**config.mk**
```make
export PLATFORM = sky130hd
export DESIGN_NAME = psrc_dev_flat
export DESIGN_NICKNAME = d
export VERILOG_FILES = /design/src/core/psrc_pkg.sv /design/src/core/psrc_if.sv /design/src/core/psrc_dev.sv /design/src/core/psrc_shadow.sv /design/src/flat_wrapper.sv
export VERILOG_INCLUDE_DIRS = /design/src /design/src/core
export SDC_FILE = /design/constraint.sdc
export NUM_CORES = 1
export LEC_CHECK = 0
export ABC_CLOCK_PERIOD_IN_PS = 2780
export BUFFER_PORTS_ARGS = -buffer_cell sky130_fd_sc_hd__clkbuf_2
export CAP_MARGIN = 10
export CORE_MARGIN = 1
export CORE_UTILIZATION = 55
export CTS_CLUSTER_DIAMETER = 120
export DETAILED_ROUTE_END_ITERATION = 10
export PLACE_DENSITY = 0.89
export SLEW_MARGIN = 20
export SYNTH_ARGS = -nofsm -noshare
export SYNTH_HDL_FRONTEND = slang
export SYNTH_SLANG_ARGS = --single-unit
```
**constraint.sdc**
```tcl
create_clock -name pclk -period 2.78 [get_ports pclk]
set_input_delay 0.139 -clock pclk [delete_from_list [all_inputs] [get_ports pclk]]
set_output_delay 0.139 -clock pclk [all_outputs]
set_load 0.01 [all_outputs]
```
**src/core/psrc_params.svh**
```systemverilog
/*
 Register offsets, field positions, reset values and timing counts
 for the power, self-test and reset control block and its controller.
 Assumes inclusion by bare name from the core/ folder.
*/
`ifndef PSRC_PARAMS_SVH
`define PSRC_PARAMS_SVH

// Device register offsets (link side)
`define PSRC_REG_REVISION 8'h01
`define PSRC_REG_FILTER 8'h28
`define PSRC_REG_POWER 8'h2d
`define PSRC_REG_DIAG 8'h2e
`define PSRC_REG_SWRST 8'h2f
`define PSRC_REG_SHADOW_FIRST 8'h50
`define PSRC_REG_SHADOW_LAST 8'h54
`define PSRC_SHADOW_COUNT 5

// Reset values and codes
`define PSRC_POWER_RST 8'h01
`define PSRC_DIAG_RST 8'h00
`define PSRC_FILTER_RST 8'h00
`define PSRC_SWRST_CODE 8'h52

// Field positions
`define PSRC_PWR_STANDBY 0
`define PSRC_PWR_TEMP_OFF 1
`define PSRC_PWR_DATA_READY_OUTPUT_SUPPRESS 2
`define PSRC_DIAG_MODE 0
`define PSRC_DIAG_FORCE 1
`define PSRC_FILT_HPF_LSB 4
`define PSRC_FILT_ODR_LSB 0

// Controller APB offsets and command fields
`define PSRC_APB_CMD 12'h000
`define PSRC_APB_STATUS 12'h004
`define PSRC_CMD_GO 0
`define PSRC_CMD_WRITE 1
`define PSRC_CMD_OP_LSB 2
`define PSRC_CMD_ADDR_LSB 8
`define PSRC_CMD_WDATA_LSB 16
`define PSRC_ST_BUSY 0
`define PSRC_ST_DONE 1
`define PSRC_ST_FAIL 2
`define PSRC_ST_TRIES_LSB 4
`define PSRC_ST_RDATA_LSB 8

// Settling time after a software reset before shadow read-back
`define PSRC_CLK_NS 10
`define PSRC_SETTLE_NS 100
`define PSRC_SETTLE_CYC ((`PSRC_SETTLE_NS + `PSRC_CLK_NS - 1) / `PSRC_CLK_NS)
`define PSRC_MAX_TRIES 8

`endif

```
**src/core/psrc_pkg.sv**
```systemverilog
/*
 Types shared by both ends of the power, self-test and reset block.
 Assumes nothing beyond a SystemVerilog compiler.
*/
package psrc_pkg;
   typedef enum logic [1:0] {
      PSRC_OP_SINGLE = 2'h0,
      PSRC_OP_CAPTURE = 2'h1,
      PSRC_OP_VERIFY = 2'h2
   } psrc_op_e;

   typedef enum logic [1:0] {
      PSRC_H_IDLE = 2'h0,
      PSRC_H_REQ = 2'h1,
      PSRC_H_WAIT = 2'h3
   } psrc_host_state_e;

   typedef enum logic {
      PSRC_L_IDLE = 1'b0,
      PSRC_L_LOAD = 1'b1
   } psrc_load_state_e;
endpackage

```
**src/core/psrc_if.sv**
```systemverilog
/*
 Register link between the controller and the sensor control block.
 Assumes both ends share pclk; a request is held until acknowledged.
*/
`timescale 1ns/1ps
interface psrc_if (
   input wire logic pclk,
   input wire logic presetn
);
   logic req;
   logic we;
   logic [7:0] addr;
   logic [7:0] wdata;
   logic ack;
   logic [7:0] rdata;

   modport dev (
      input req,
      input we,
      input addr,
      input wdata,
      output ack,
      output rdata
   );

   modport host (
      output req,
      output we,
      output addr,
      output wdata,
      input ack,
      input rdata
   );
endinterface

```
**src/core/psrc_dev.sv**
```systemverilog
/*
 Sensor end: power mode, data-ready gating, temperature control,
 self-test enables, software reset and readable factory shadow words.
 Assumes the link interface on pclk and a combinational trim array.
*/
// The APB register port was chosen for this implementation.
// Behaviour
// - Suppress bit forces data-ready output low
// - Temperature disable bit stops temperature processing
// - Standby also stops temperature processing
// - Bit 0 selects standby, resets to one
// - Standby halts temperature and acceleration datapaths
// - Entering standby clears digital state, FIFO pointers
// - Host configures only while in standby; the device gates only the data rate, other fields are taken in any mode
// - High-pass setting may change while measuring
// - Self-test bit 1 enables force, resets zero
// - Self-test bit 0 enables self-test mode
// - Code 0x52 to reset register resets device
// - After any reset, trim loads into shadows
// - Trim load is not always correct
// - Host saves five shadows before software reset
// - Host re-resets until shadows match saved copy; controller gives up and flags fail after MAX_TRIES resets
`timescale 1ns/1ps
`include "psrc_params.svh"
module psrc_dev #(
   parameter logic [7:0] REVISION = 8'h0a
) (
   input wire logic pclk,
   input wire logic presetn,
   psrc_if.dev lnk,
   input wire logic sample_valid,
   output logic data_ready_output,
   output logic temp_run,
   output logic accel_run,
   output logic digital_clear,
   output logic diag_mode_enable,
   output logic diag_force_enable,
   output logic [2:0] hpf_setting,
   output logic [3:0] odr_setting,
   output logic shadow_loading,
   output logic [2:0] nvm_addr,
   input wire logic [7:0] nvm_data
);
   // REVISION default is an arbitrary value

   logic ack_q;
   logic [7:0] rdata_q;
   logic soft_rst_q;
   logic standby_q;
   logic temp_off_q;
   logic data_ready_output_suppress_q;
   logic diag_mode_q;
   logic diag_force_q;
   logic [2:0] hpf_q;
   logic [3:0] odr_q;
   logic data_ready_output_q;
   logic clear_q;
   logic take;
   logic wr;
   logic [2:0] sh_idx;
   logic [7:0] sh_data;
   logic [7:0] rd_d;

   assign take = lnk.req && !ack_q;
   assign wr = take && lnk.we;
   assign sh_idx = 3'(lnk.addr - `PSRC_REG_SHADOW_FIRST);

   psrc_shadow #(
      .COUNT(`PSRC_SHADOW_COUNT)
   ) u_shadow (
      .pclk(pclk),
      .presetn(presetn),
      .restart(soft_rst_q),
      .nvm_addr(nvm_addr),
      .nvm_data(nvm_data),
      .loading(shadow_loading),
      .rd_idx(sh_idx),
      .rd_data(sh_data)
   );

   // Link answer one cycle after a request is taken
   always_ff @(posedge pclk or negedge presetn) begin
      if (!presetn) begin
         ack_q <= 1'b0;
      end else begin
         ack_q <= take;
      end
   end

   // Soft reset pulse; only the exact code acts
   always_ff @(posedge pclk or negedge presetn) begin
      if (!presetn) begin
         soft_rst_q <= 1'b0;
      end else begin
         soft_rst_q <= wr && lnk.addr == `PSRC_REG_SWRST
            && lnk.wdata == `PSRC_SWRST_CODE;
      end
   end

   // Power control register
   always_ff @(posedge pclk or negedge presetn) begin
      if (!presetn) begin
         standby_q <= 1'(`PSRC_POWER_RST >> `PSRC_PWR_STANDBY);
         temp_off_q <= 1'b0;
         data_ready_output_suppress_q <= 1'b0;
      end else if (soft_rst_q) begin
         standby_q <= 1'b1;
         temp_off_q <= 1'b0;
         data_ready_output_suppress_q <= 1'b0;
      end else if (wr && lnk.addr == `PSRC_REG_POWER) begin
         standby_q <= lnk.wdata[`PSRC_PWR_STANDBY];
         temp_off_q <= lnk.wdata[`PSRC_PWR_TEMP_OFF];
         data_ready_output_suppress_q <= lnk.wdata[`PSRC_PWR_DATA_READY_OUTPUT_SUPPRESS];
      end
   end

   // Self-test register
   always_ff @(posedge pclk or negedge presetn) begin
      if (!presetn) begin
         diag_mode_q <= 1'b0;
         diag_force_q <= 1'b0;
      end else if (soft_rst_q) begin
         diag_mode_q <= 1'b0;
         diag_force_q <= 1'b0;
      end else if (wr && lnk.addr == `PSRC_REG_DIAG) begin
         diag_mode_q <= lnk.wdata[`PSRC_DIAG_MODE];
         diag_force_q <= lnk.wdata[`PSRC_DIAG_FORCE];
      end
   end

   // Filter register: high-pass always taken, data rate only in standby
   always_ff @(posedge pclk or negedge presetn) begin
      if (!presetn) begin
         hpf_q <= 3'h0;
         odr_q <= 4'h0;
      end else if (soft_rst_q) begin
         hpf_q <= 3'h0;
         odr_q <= 4'h0;
      end else if (wr && lnk.addr == `PSRC_REG_FILTER) begin
         hpf_q <= lnk.wdata[`PSRC_FILT_HPF_LSB +: 3];
         if (standby_q) begin
            odr_q <= lnk.wdata[`PSRC_FILT_ODR_LSB +: 4];
         end
      end
   end

   // Read mux; reserved bits and write-only register read zero
   always_comb begin
      rd_d = 8'h00;
      case (lnk.addr)
         `PSRC_REG_POWER: begin
            rd_d[`PSRC_PWR_STANDBY] = standby_q;
            rd_d[`PSRC_PWR_TEMP_OFF] = temp_off_q;
            rd_d[`PSRC_PWR_DATA_READY_OUTPUT_SUPPRESS] = data_ready_output_suppress_q;
         end
         `PSRC_REG_DIAG: begin
            rd_d[`PSRC_DIAG_MODE] = diag_mode_q;
            rd_d[`PSRC_DIAG_FORCE] = diag_force_q;
         end
         `PSRC_REG_FILTER: begin
            rd_d[`PSRC_FILT_HPF_LSB +: 3] = hpf_q;
            rd_d[`PSRC_FILT_ODR_LSB +: 4] = odr_q;
         end
         `PSRC_REG_REVISION: rd_d = REVISION;
         default: begin
            if (lnk.addr >= `PSRC_REG_SHADOW_FIRST
                  && lnk.addr <= `PSRC_REG_SHADOW_LAST) begin
               rd_d = sh_data;
            end
         end
      endcase
   end

   always_ff @(posedge pclk or negedge presetn) begin
      if (!presetn) begin
         rdata_q <= 8'h00;
      end else if (take) begin
         rdata_q <= lnk.we ? 8'h00 : rd_d;
      end
   end

   // Data-ready: gated by suppress, standby and trim loading
   always_ff @(posedge pclk or negedge presetn) begin
      if (!presetn) begin
         data_ready_output_q <= 1'b0;
      end else begin
         data_ready_output_q <= sample_valid && !data_ready_output_suppress_q && !standby_q
            && !shadow_loading;
      end
   end

   // Digital clear held while in standby, so entry clears pointers
   always_ff @(posedge pclk or negedge presetn) begin
      if (!presetn) begin
         clear_q <= 1'b1;
      end else begin
         clear_q <= standby_q || soft_rst_q;
      end
   end

   assign lnk.ack = ack_q;
   assign lnk.rdata = rdata_q;
   assign data_ready_output = data_ready_output_q;
   assign temp_run = !standby_q && !temp_off_q;
   assign accel_run = !standby_q;
   assign digital_clear = clear_q;
   assign diag_mode_enable = diag_mode_q;
   assign diag_force_enable = diag_force_q;
   assign hpf_setting = hpf_q;
   assign odr_setting = odr_q;
endmodule

```
**src/core/psrc_shadow.sv**
```systemverilog
/*
 Shadow store for factory trim: copies the nonvolatile words into
 flip-flops after reset or on restart, one word per clock.
 Assumes the nonvolatile array answers combinationally to nvm_addr.
*/
`timescale 1ns/1ps
`include "psrc_params.svh"
module psrc_shadow #(
   parameter int COUNT = `PSRC_SHADOW_COUNT
) (
   input wire logic pclk,
   input wire logic presetn,
   input wire logic restart,
   output logic [2:0] nvm_addr,
   input wire logic [7:0] nvm_data,
   output logic loading,
   input wire logic [2:0] rd_idx,
   output logic [7:0] rd_data
);
   psrc_pkg::psrc_load_state_e state_q;
   logic [2:0] idx_q;
   logic [7:0] mem_q [COUNT];

   // Load starts out of reset and again on every restart
   always_ff @(posedge pclk or negedge presetn) begin
      if (!presetn) begin
         state_q <= psrc_pkg::PSRC_L_LOAD;
         idx_q <= 3'h0;
      end else if (restart) begin
         state_q <= psrc_pkg::PSRC_L_LOAD;
         idx_q <= 3'h0;
      end else begin
         case (state_q)
            psrc_pkg::PSRC_L_LOAD: begin
               if (idx_q == 3'(COUNT - 1)) begin
                  state_q <= psrc_pkg::PSRC_L_IDLE;
               end
               idx_q <= idx_q + 3'h1;
            end
            default: state_q <= psrc_pkg::PSRC_L_IDLE;
         endcase
      end
   end

   // Restart is served whole, so a soft reset never leaves a torn load
   always_ff @(posedge pclk) begin
      if (state_q == psrc_pkg::PSRC_L_LOAD && !restart) begin
         mem_q[idx_q] <= nvm_data;
      end
   end

   assign nvm_addr = idx_q;
   assign loading = (state_q == psrc_pkg::PSRC_L_LOAD);
   assign rd_data = (rd_idx < 3'(COUNT)) ? mem_q[rd_idx] : 8'h00;
endmodule

```
**src/flat_wrapper.sv**
```systemverilog
// flat-port wrapper written by rule: the top's interface ports become plain ports
module psrc_dev_flat 
#(
   parameter logic [7:0] REVISION = 8'h0a
)
  (pclk, presetn, sample_valid, data_ready_output, temp_run, accel_run, digital_clear, diag_mode_enable, diag_force_enable, hpf_setting, odr_setting, shadow_loading, nvm_addr, nvm_data, lnk_req, lnk_we, lnk_addr, lnk_wdata, lnk_ack, lnk_rdata);
  psrc_if lnk_i (.pclk(pclk), .presetn(presetn));
  input wire logic pclk;
  input wire logic presetn;
  input wire logic sample_valid;
  output logic data_ready_output;
  output logic temp_run;
  output logic accel_run;
  output logic digital_clear;
  output logic diag_mode_enable;
  output logic diag_force_enable;
  output logic [2:0] hpf_setting;
  output logic [3:0] odr_setting;
  output logic shadow_loading;
  output logic [2:0] nvm_addr;
  input wire logic [7:0] nvm_data;
  input wire logic [$bits(lnk_i.req)-1:0] lnk_req;
  input wire logic [$bits(lnk_i.we)-1:0] lnk_we;
  input wire logic [$bits(lnk_i.addr)-1:0] lnk_addr;
  input wire logic [$bits(lnk_i.wdata)-1:0] lnk_wdata;
  output wire logic [$bits(lnk_i.ack)-1:0] lnk_ack;
  output wire logic [$bits(lnk_i.rdata)-1:0] lnk_rdata;
  assign lnk_i.req = lnk_req;
  assign lnk_i.we = lnk_we;
  assign lnk_i.addr = lnk_addr;
  assign lnk_i.wdata = lnk_wdata;
  assign lnk_ack = lnk_i.ack;
  assign lnk_rdata = lnk_i.rdata;
  psrc_dev #(.REVISION(REVISION)) u_core (.pclk(pclk), .presetn(presetn), .lnk(lnk_i), .sample_valid(sample_valid), .data_ready_output(data_ready_output), .temp_run(temp_run), .accel_run(accel_run), .digital_clear(digital_clear), .diag_mode_enable(diag_mode_enable), .diag_force_enable(diag_force_enable), .hpf_setting(hpf_setting), .odr_setting(odr_setting), .shadow_loading(shadow_loading), .nvm_addr(nvm_addr), .nvm_data(nvm_data));
endmodule
```
==> results of run 1 <==
==> synth_stat cells (2+ instances only) <==
library cell   n
dfstp_2        3
nand3b_1       2
nand2b_1       2
edfxtp_1      40
ha_1           2
o32ai_1        2
clkbuf_1      10
xnor2_1        2
dfrtp_1       25
a22oi_1        4
nor3_1         5
nor2_1        18
nand2_1       23
mux2i_1       17
and4_1         2
o22ai_1        3
nor4_1         2
buf_2          3
a2bb2oi_1      2
o21ai_0        6
inv_1          6
nand3_1        8
mux4_2         4
a21oi_1        8
==> stage by stage <==
stage	instances	util	setup WS, ns	cell area [um^2]	total power, mW
detailed placement	344	0.642	0.969	3320	1.22
global route	361	0.685	0.725	3540	2.14
global placement	344	0.642	1.03	3320	1.22
floorplan	229	-	0.675	2980	1.17
CTS	361	0.685	0.954	3540	2.09
finish	361	0.685	0.937	3540	2.07
==> path summary, 6_finish.rpt <==
check	from	depth (start not counted)	to	slack [ns]
max	u_core.lnk.ack$_DFF_PN0_	5	u_core.lnk.rdata[5]$_DFFE_PN0N_	0.94
min	nvm_data[7]	1	u_core.u_shadow.mem_q[0][7]$_DFFE_PP_	0.03
max reg2reg	u_core.lnk.ack$_DFF_PN0_	5	u_core.lnk.rdata[5]$_DFFE_PN0N_	0.94
min reg2reg	u_core.data_ready_output_suppress_q$_DFFE_PN0P_	1	u_core.data_ready_output$_DFF_PN0_	0.48
max in group asynchronous	presetn	2	u_core.u_shadow.nvm_addr[0]$_DFFE_PN0P_	1.92
min in group asynchronous	presetn	2	u_core.data_ready_output_suppress_q$_DFFE_PN0P_	0.42
==> where the power goes <==
group	switching, mW	internal, mW
combinational	0.0708	0.0471
sequential	0.00582	1.08
clock	0.369	0.501
==> layer usage <==
metal  routed length (um)  up-vias  track usage  share of wire
li1                     -      971            -              -
met1                 2520      989        0.293           0.41
met2                 3090       82        0.371           0.50
met3                  354       20       0.0767          0.057
met4                  193        0        0.134          0.031
met5                    0        -            0              0
==> worst register-to-register path, stage by stage, from the launching register on <==
cell and delay (ns):
dfrtp_1 0.39, nand2b_1 0.34, nor2_1 0.38, nand3b_4 0.16, a2111oi_0 0.36, a221o_1 0.16
==> layout make-up <==
| class | instances | area [um^2] |
|---|---|---|
| Clock buffer | 9 | 124 |
| Clock inverter | 7 | 90.1 |
| Fill cell | 349 | 1630 |
| Inverter | 6 | 22.5 |
| Multi-Input combinational cell | 140 | 988 |
| Sequential cell | 68 | 1910 |
| Tap cell | 70 | 87.6 |
| Timing Repair Buffer | 61 | 325 |
==> sequential cells by signal, indices dropped and copies added (netlist names) <==
register                             count
u_core.lnk.ack                           1
u_core.u_shadow.mem_q                   40
u_core.odr_setting                       4
u_core.data_ready_output                 1
u_core.standby_q                         1
u_core.diag_force_enable                 1
u_core.digital_clear                     1
u_core.u_shadow.nvm_addr                 3
u_core.lnk.rdata                         8
u_core.u_shadow.loading                  1
u_core.diag_mode_enable                  1
u_core.data_ready_output_suppress_q      1
u_core.temp_off_q                        1
u_core.soft_rst_q                        1
u_core.hpf_setting                       3
==> what timing repair did <==
| item | CTS | global route |
|---|---|---|
| buffers inserted | 0 | 0 |
| hold buffers | 1 | 0 |
| endpoints found under the setup margin | 0 | 0 |
| hold endpoints to repair | 25 | 0 |
==> cells by family (layout without fill, tap and decap cells) <==
group | Yosys count | count (layout) | share of synthesized area
buf+inv | 21 | 83 | 0.0302
flops | 68 | 68 | 0.639
mux | 22 | 22 | 0.0960
xor+xnor | 3 | 3 | 0.00881
fa+ha+maj | 2 | 2 | 0.00838
simple gates | 78 | 78 | 0.140
compound gates | 35 | 35 | 0.0784
==> metrics.md, run 1 <==
| Metric | Value |
|---|---|
| Run status | `completed` |
| P_leak | `1.48 nW` |
| Antenna violations before repair | `0` |
| Most common cell after layout, fill and taps aside | `clkbuf_2` |
| Post-layout nets | `317` |
| Worst-Margin Slew | `0.688 ns` |
| HP Class | `in -> reg` |
| Gate count of the mapped netlist | `229` |
| Global-route usage over all layers | `0.237` |
| Synth-to-layout area growth | `18.7%` |
| WS Path Type | `reg -> reg` |
| Clk_skew | `0.00764 ns` |
| Slowest Stage Delay on Critical Path | `0.39 ns` |
| TritonCTS buffer count | `9` |
| Die X | `75.7 um` |
| Final ANT Viol Nets | `0` |
| Post-synth EDFFs | `40` |
| Required @ worst endpoint | `3.07 ns` |
| Element type at the critical path end | `flip-flop` |
| Min Clock Period, post-route | `1.84 ns` |
| Power Dens Cells | `585 mW/mm^2` |
| GRT Residual Overflow | `0` |
| CP Max Fanout | `11` |
| Full die area | `0.00572 mm^2` |
| Drt drc | `0` |
| Fmax | `543 MHz` |
| Final setup viols | `0` |
| RSZ-0062 raised after global routing | `false` |
| YS warnings | `0` |
| Yosys reg bits | `68` |
| Largest cells by area after synthesis | `edfxtp_1 40%, dfrtp_1 21%, mux2i_1 5.7%` |
| Syn_nets | `260` |
| Crit path cell chain | `nand2b_1 -> nor2_1 -> nand3b_4 -> a2111oi_0 -> a221o_1` |
| Via count | `2062` |
| Root Driver | `clkbuf_8` |
| Pre-antenna DRT Iters | `4` |
| Chip height | `75.7 um` |
| CP Launch Type | `flip-flop` |
| Slew Viols, Final | `0` |
| Clock transition at path regs | `0.07 ns` |
| Post-synthesis sequential area ratio | `0.639` |
| Pin count of the biggest net entering global routing | `29` |
| FFs w/ async S/R, synth | `0.412` |
| Fin crit share | `0.663` |
| Resize count post-CTS | `0` |
| Vias in the first global route | `1942` |
| Yosys cell types | `54` |
| Clk Latency, worst-skew pair | `0.35 ns` |
| Initial Utilization | `0.577` |
| Slowest CP cell | `dfrtp_1` |
| Worst Path Arrival | `2.13 ns` |
| Yosys top cell area share | `0.403` |
| Max Root-Sink Buffers | `2` |
| Ports | `55` |
| Synth Flop Type | `edfxtp_1` |
| CP bufs+invs | `0` |
| CTS tree | `built` |
| WL per Instance | `17.1 um` |
| Vias per cell | `5.71` |
| Synth area leader | `edfxtp_1` |
| Peak supply drop | `0.396 mV` |
| Fin. Hold Viols | `0` |
| Most frequent cells in the layout | `54 x clkbuf_2, 40 x edfxtp_1, 25 x dfrtp_1` |
| First-pass GRT wire length | `9380 um` |
| Syn_area_per_cell | `13.0 um^2` |
| Routability cong. | `0.867` |
| Crit path max-delay family | `simple AND/OR/NAND/NOR gates` |
| Port Buffers | `54` |
| Std-Cell Rows | `26` |
| Core area | `0.00517 mm^2` |
| Mapped cell area | `0.00298 mm^2` |
| Slew margin rel. | `0.542` |
| HPWL after detailed placement | `4310 um` |
| Hold slack | `0.0261 ns` |
| Antenna Cells | `0` |
| Max_cap viols | `0` |
| Final wirelength | `6170 um` |
| H-tree depth reported by CTS | `3` |
| Setup tns final | `0 ns` |
| Layout cells sized above 1 | `0.296` |
| Sink Count | `68` |
| First DRT Iteration DRCs | `158` |
Note: power is estimated with default switching activity, not from simulation.
==> run 2: changes to the inputs <==
- ABC_AREA: unset -> 1
- ABC_CLOCK_PERIOD_IN_PS: 2780 -> 1800
- PLACE_DENSITY: 0.89 -> 0.88
- clock period: 2.78 -> 1.8 ns (I/O delays scaled with it)
==> metrics.md, run 2 <==
| Metric | Value |
|---|---|
| Required @ worst endpoint | `1.85 ns` |
| Global-route usage over all layers | `0.252` |
| Synth top cells by count | `72 x nand2_1, 53 x nand3_1, 40 x edfxtp_1, 27 x inv_1, 25 x dfrtp_1` |
| Ports | `55` |
| Worst-Margin Slew | `0.671 ns` |
| Reg with most FFs | `u_core.u_shadow.mem_q` |
| Element type at the critical path end | `flip-flop` |
| Final ANT Viol Nets | `0` |
| Yosys cell types | `30` |
| Synth Flop Type | `edfxtp_1` |
| Inst Count DP | `454` |
| Pin count of the biggest net entering global routing | `29` |
| Setup tns final | `0 ns` |
| Max reg flops | `40` |
| Pre-antenna DRT Iters | `4` |
| Peak supply drop | `0.765 mV` |
| Post-synthesis sequential area ratio | `0.589` |
| Max Root-Sink Buffers | `2` |
| Largest cells by area after synthesis | `edfxtp_1 37%, dfrtp_1 19%, nand2_1 8.4%` |
| FFs w/ async S/R, synth | `0.412` |
| GR Util met2 | `0.390` |
| Worst Path Arrival | `1.60 ns` |
| Worst Setup EP | `u_core.u_shadow.mem_q[4][6]$_DFFE_PP_` |
| Fin. Hold Viols | `0` |
| Final Util | `0.693` |
| Yosys reg bits | `68` |
| H-tree depth reported by CTS | `3` |
| Syn_area_per_cell | `9.86 um^2` |
| Multi-input combinational cell area | `0.00114 mm^2` |
| Most frequent cells in the layout | `72 x nand2_1, 54 x clkbuf_2, 53 x nand3_1` |
| Drt drc | `0` |
| Post-layout nets | `428` |
| Yosys top cell area share | `0.371` |
| Initial Utilization | `0.580` |
| Met1 usage | `0.335` |
| Mapped cell area | `0.00324 mm^2` |
| CP Launch Point | `u_core.u_shadow.loading$_DFF_PN1_` |
| First-pass GRT wire length | `11600 um` |
| Min Clock Period, post-route | `1.54 ns` |
| Core area | `0.00557 mm^2` |
| Root Driver | `clkbuf_8` |
| Synth-to-layout area growth | `19.4%` |
| CP Launch Type | `flip-flop` |
| Final setup viols | `0` |
| Most common cell after layout, fill and taps aside | `nand2_1` |
| Fmax | `649 MHz` |
| Full die area | `0.00619 mm^2` |
| Antenna violations before repair | `0` |
| Slew Viols, Final | `0` |
| Clock transition at path regs | `0.08 ns` |
| FF-to-FF path depth | `5` |
| P_leak | `1.76 nW` |
| Pre-CTS WS | `0.271 ns` |
| Clk_skew | `0.00793 ns` |
| Fin crit share | `0.857` |
| RSZ-0062 raised after global routing | `false` |
| Gate count of the mapped netlist | `328` |
| Power Dens Cells | `850 mW/mm^2` |
| Vias in the first global route | `2427` |
| CTS tree | `built` |
| Post-CTS setup buffers | `0` |
| M3 GR Usage | `0.0448` |
| Run status | `completed` |
| Chip height | `78.7 um` |
| CP Max Fanout | `8` |
| Final wirelength | `7090 um` |
| Final worst slack | `0.258 ns` |
| GRT Residual Overflow | `0` |
| Port Buffers | `54` |
| First DRT Iteration DRCs | `156` |
| Busiest grt layer | `met2` |
| Synth area leader | `edfxtp_1` |
| Fill count | `405` |
| Vias per cell | `5.40` |
| YS warnings | `0` |
| Hold slack | `0.0115 ns` |
| Syn_nets | `359` |
| TritonCTS buffer count | `9` |
| Routability cong. | `0.962` |
| Std-Cell Rows | `27` |
| Layout cells sized above 1 | `0.299` |
| Slew margin rel. | `0.553` |
| WL per Instance | `14.9 um` |
| HPWL after detailed placement | `5310 um` |
| Reg2reg start | `u_core.u_shadow.loading$_DFF_PN1_` |
| Post-synth EDFFs | `40` |
| Fin cells | `474` |
| HP Class | `in -> reg` |
| Most frequent cell after synthesis | `nand2_1` |
| Via count | `2559` |
| Flip-flop and latch area | `0.00191 mm^2` |
| Antenna Cells | `0` |
| Worst reg-to-reg setup slack | `0.26 ns` |
| Reg2reg end | `u_core.u_shadow.mem_q[4][6]$_DFFE_PP_` |
| Sink Count | `68` |
| WS Path Type | `reg -> reg` |
| Max_cap viols | `0` |
| Die X | `78.7 um` |
| Clk Latency, worst-skew pair | `0.34 ns` |
[run 2: layout make-up]
class,instances,share of cell area
Tap cell,72,0.0233
Sequential cell,68,0.493
Timing Repair Buffer,65,0.0939
Multi-Input combinational cell,219,0.296
Clock buffer,9,0.0321
Clock inverter,7,0.0253
Inverter,34,0.0356
[run 2: layer usage]
layer | vias up | wire (um)
met2 | 107 | 3360
met4 | 0 | 181
met3 | 18 | 436
met5 | - | 0
li1 | 1254 | -
met1 | 1180 | 3100
[run 2: worst min path at each step]
stage,from,to,slack [ns],cells past startpoint
detailed placement,presetn,u_core.lnk.rdata[4]$_DFFE_PN0N_,0.16,1
global placement,presetn,u_core.lnk.rdata[5]$_DFFE_PN0N_,0.15,1
floorplan,presetn,u_core.data_ready_output$_DFF_PN0_,-0.21,0
CTS,lnk_wdata[2],u_core.odr_setting[2]$_DFFE_PN0P_,0.001,3
finish,nvm_data[4],u_core.u_shadow.mem_q[2][4]$_DFFE_PP_,0.01,1
global route,nvm_data[7],u_core.u_shadow.mem_q[0][7]$_DFFE_PP_,0.004,1
[run 2: critical path, cell delays in order, from the launching register on]
cell     delay, ns
dfstp_2       0.57
inv_1         0.04
nor2_1        0.17
nand2_1       0.15
nor3_2        0.14
buf_4         0.19
[run 2: cells by family (layout without fill, tap and decap cells)]
family                   Yosys count  in the layout  share of synthesized area
buffers and inverters             41            115                     0.0588
AND/OR/NAND/NOR                  185            185                      0.282
adder cells (fa/ha/maj)            2              2                    0.00773
flip-flops                        68             68                      0.589
AO/OA/AOI/OAI                     32             32                     0.0626
[run 2: per-stage QoR]
stage / power [mW] / cell area (um^2)
2_1_floorplan: 1.83 / 3240
3_3_place_gp: 1.92 / 3600
3_5_place_dp: 1.93 / 3600
4_1_cts: 3.30 / 3860
5_1_grt: 3.39 / 3860
6_report: 3.28 / 3860
[run 2: power by group]
group | total (mW) | internal (mW) | switching, mW
clock network | 1.38 | 0.787 | 0.593
logic | 0.229 | 0.0762 | 0.153
registers | 1.67 | 1.67 | 0.00839
[run 2: timing repair]
action,CTS,global route
endpoints found under the hold margin,28,0
resized for setup,0,0
hold buffers,4,0
==> run 3: changes to the inputs <==
--- a/config.mk
+++ b/config.mk
@@ -16,5 +16,4 @@
 export DETAILED_ROUTE_END_ITERATION = 10
 export PLACE_DENSITY = 0.88
-export SLEW_MARGIN = 20
 export SYNTH_ARGS = -nofsm -noshare
 export SYNTH_HDL_FRONTEND = slang
==> constraint.sdc (replaced) <==
create_clock -name pclk -period 1.8 [get_ports pclk]
set_input_delay 0.27 -clock pclk [delete_from_list [all_inputs] [get_ports pclk]]
set_output_delay 0.27 -clock pclk [all_outputs]
set_load 0.01 [all_outputs]
==> metrics.md, run 3 (synthesis results as in run 2) <==
| Metric | Value |
|---|---|
| Most common cell after layout, fill and taps aside | `nand2_1` |
| Root Driver | `clkbuf_8` |
| Vias per cell | `5.47` |
| Worst-Margin Slew | `0.701 ns` |
| Routability cong. | `0.884` |
| Slowest Stage Delay on Critical Path | `0.57 ns` |
| TritonCTS buffer count | `9` |
| Slowest CP cell | `dfstp_2` |
| Fin. Hold Viols | `0` |
| Sink Count | `68` |
| Clk_skew | `0.00544 ns` |
| GRT Residual Overflow | `0` |
| Final wirelength | `7100 um` |
| Initial Utilization | `0.580` |
| Setup tns final | `0 ns` |
| Post-DP Area | `0.00362 mm^2` |
| CP bufs+invs | `2` |
| Layout cells sized above 1 | `0.300` |
| First DRT Iteration DRCs | `171` |
| Clock transition at path regs | `0.07 ns` |
| Global-route usage over all layers | `0.252` |
| Crit path cell chain | `inv_1 -> nor2_1 -> nand2_1 -> nor2_1 -> buf_4` |
| Resize count post-CTS | `0` |
| Fmax | `618 MHz` |
| Final setup viols | `0` |
| Std-Cell Rows | `27` |
| Vias in the first global route | `2511` |
| Antenna Cells | `0` |
| Antenna violations before repair | `0` |
| Pre-antenna DRT Iters | `4` |
| Die X | `78.7 um` |
| Clk Latency, worst-skew pair | `0.34 ns` |
| Max Root-Sink Buffers | `2` |
| Most frequent cells in the layout | `72 x nand2_1, 54 x clkbuf_2, 53 x nand3_1` |
| HP Class | `in -> reg` |
| CP most frequent cell | `nor2_1` |
| Max_cap viols | `0` |
| Port Buffers | `54` |
| Slew Viols, Final | `0` |
| Hold buffer count at CTS | `1` |
| Element type at the critical path end | `flip-flop` |
| Via count | `2580` |
| Worst Path Arrival | `1.66 ns` |
| Ports | `55` |
| Reg with most FFs | `u_core.u_shadow.mem_q` |
| WL per Instance | `15.0 um` |
| Min Clock Period, post-route | `1.62 ns` |
| Final instance area | `0.00383 mm^2` |
| First-pass GRT wire length | `11600 um` |
| RSZ-0062 raised after global routing | `false` |
| HPWL after detailed placement | `5250 um` |
| Core area | `0.00557 mm^2` |
| Run status | `completed` |
| Pin count of the biggest net entering global routing | `29` |
| Peak supply drop | `0.604 mV` |
| Required @ worst endpoint | `1.85 ns` |
| Final ANT Viol Nets | `0` |
| Drt drc | `0` |
| Crit path max-delay family | `flip-flops` |
| H-tree depth reported by CTS | `3` |
| P_leak | `1.75 nW` |
| WS Path Type | `reg -> reg` |
| Post-CTS setup buffers | `0` |
| Chip height | `78.7 um` |
| CTS tree | `built` |
| Post-layout nets | `427` |
| Synth-to-layout area growth | `18.4%` |
| Max reg flops | `40` |
| Power Dens Cells | `840 mW/mm^2` |
| Full die area | `0.00619 mm^2` |
| Hold slack | `0.142 ns` |
| Slew margin rel. | `0.533` |
| CP Launch Type | `flip-flop` |
| CP Max Fanout | `8` |
| Fin crit share | `0.898` |
==> run 3: cell count changes in the layout (fill, tap and decap cells not counted) <==
cell           previous run  this run
inv_6                     4         2
clkinv_4                  1         0
dlygate4sd3_1             4         1
clkinv_2                  0         1
clkinv_1                  2         3
buf_4                     7         9
==> run 3: final cells by class <==
class,count,area (um^2)
Inverter,34,138
Fill cell,426,1740
Tap cell,72,90.1
Clock buffer,9,124
Clock inverter,6,80.1
Timing Repair Buffer,64,348
Multi-Input combinational cell,219,1140
Sequential cell,68,1910
==> run 3: path summary, 6_finish.rpt <==
check / cells after the start / slack [ns] / startpoint / to
setup reg to reg: 5 / 0.18 / u_core.u_shadow.loading$_DFF_PN1_ / u_core.u_shadow.mem_q[2][5]$_DFFE_PP_
hold / removal: 3 / 0.14 / sample_valid / u_core.data_ready_output$_DFF_PN0_
max in group asynchronous: 2 / 0.84 / presetn / u_core.u_shadow.nvm_addr[2]$_DFFE_PN0P_
hold reg to reg: 1 / 0.47 / u_core.u_shadow.nvm_addr[2]$_DFFE_PN0P_ / u_core.u_shadow.loading$_DFF_PN1_
setup / recovery: 5 / 0.18 / u_core.u_shadow.loading$_DFF_PN1_ / u_core.u_shadow.mem_q[2][5]$_DFFE_PP_
min in group asynchronous: 2 / 0.51 / presetn / u_core.lnk.rdata[5]$_DFFE_PN0N_
==> run 3: tightest hold or removal path, cell delays in order <==
cell and delay (ns):
clkbuf_2 0.08, nand3_1 0.07, nor2_1 0.04
==> run 3: per-layer routing <==
layer | GRT usage | vias to the layer above | share of wire
li1 | - | 1239 | -
met1 | 0.320 | 1216 | 0.43
met2 | 0.403 | 110 | 0.48
met3 | 0.0632 | 15 | 0.067
met4 | 0.122 | 0 | 0.022
met5 | 0 | - | 0
==> run 3: per-stage QoR <==
stage | instances | util | power (mW) | setup slack, ns
5_1_grt | 472 | 0.687 | 3.33 | 0.0135
3_3_place_gp | 456 | 0.649 | 1.92 | 0.288
4_1_cts | 472 | 0.687 | 3.23 | 0.190
6_report | 472 | 0.687 | 3.22 | 0.183
2_1_floorplan | 328 | - | 1.83 | 0.00785
3_5_place_dp | 456 | 0.649 | 1.93 | 0.199
==> run 3: where the power goes <==
group / internal (mW) / switching [mW] / leakage, nW
registers: 1.67 / 0.00846 / 0.737
clock network: 0.760 / 0.558 / 0.100
logic: 0.0734 / 0.153 / 0.910
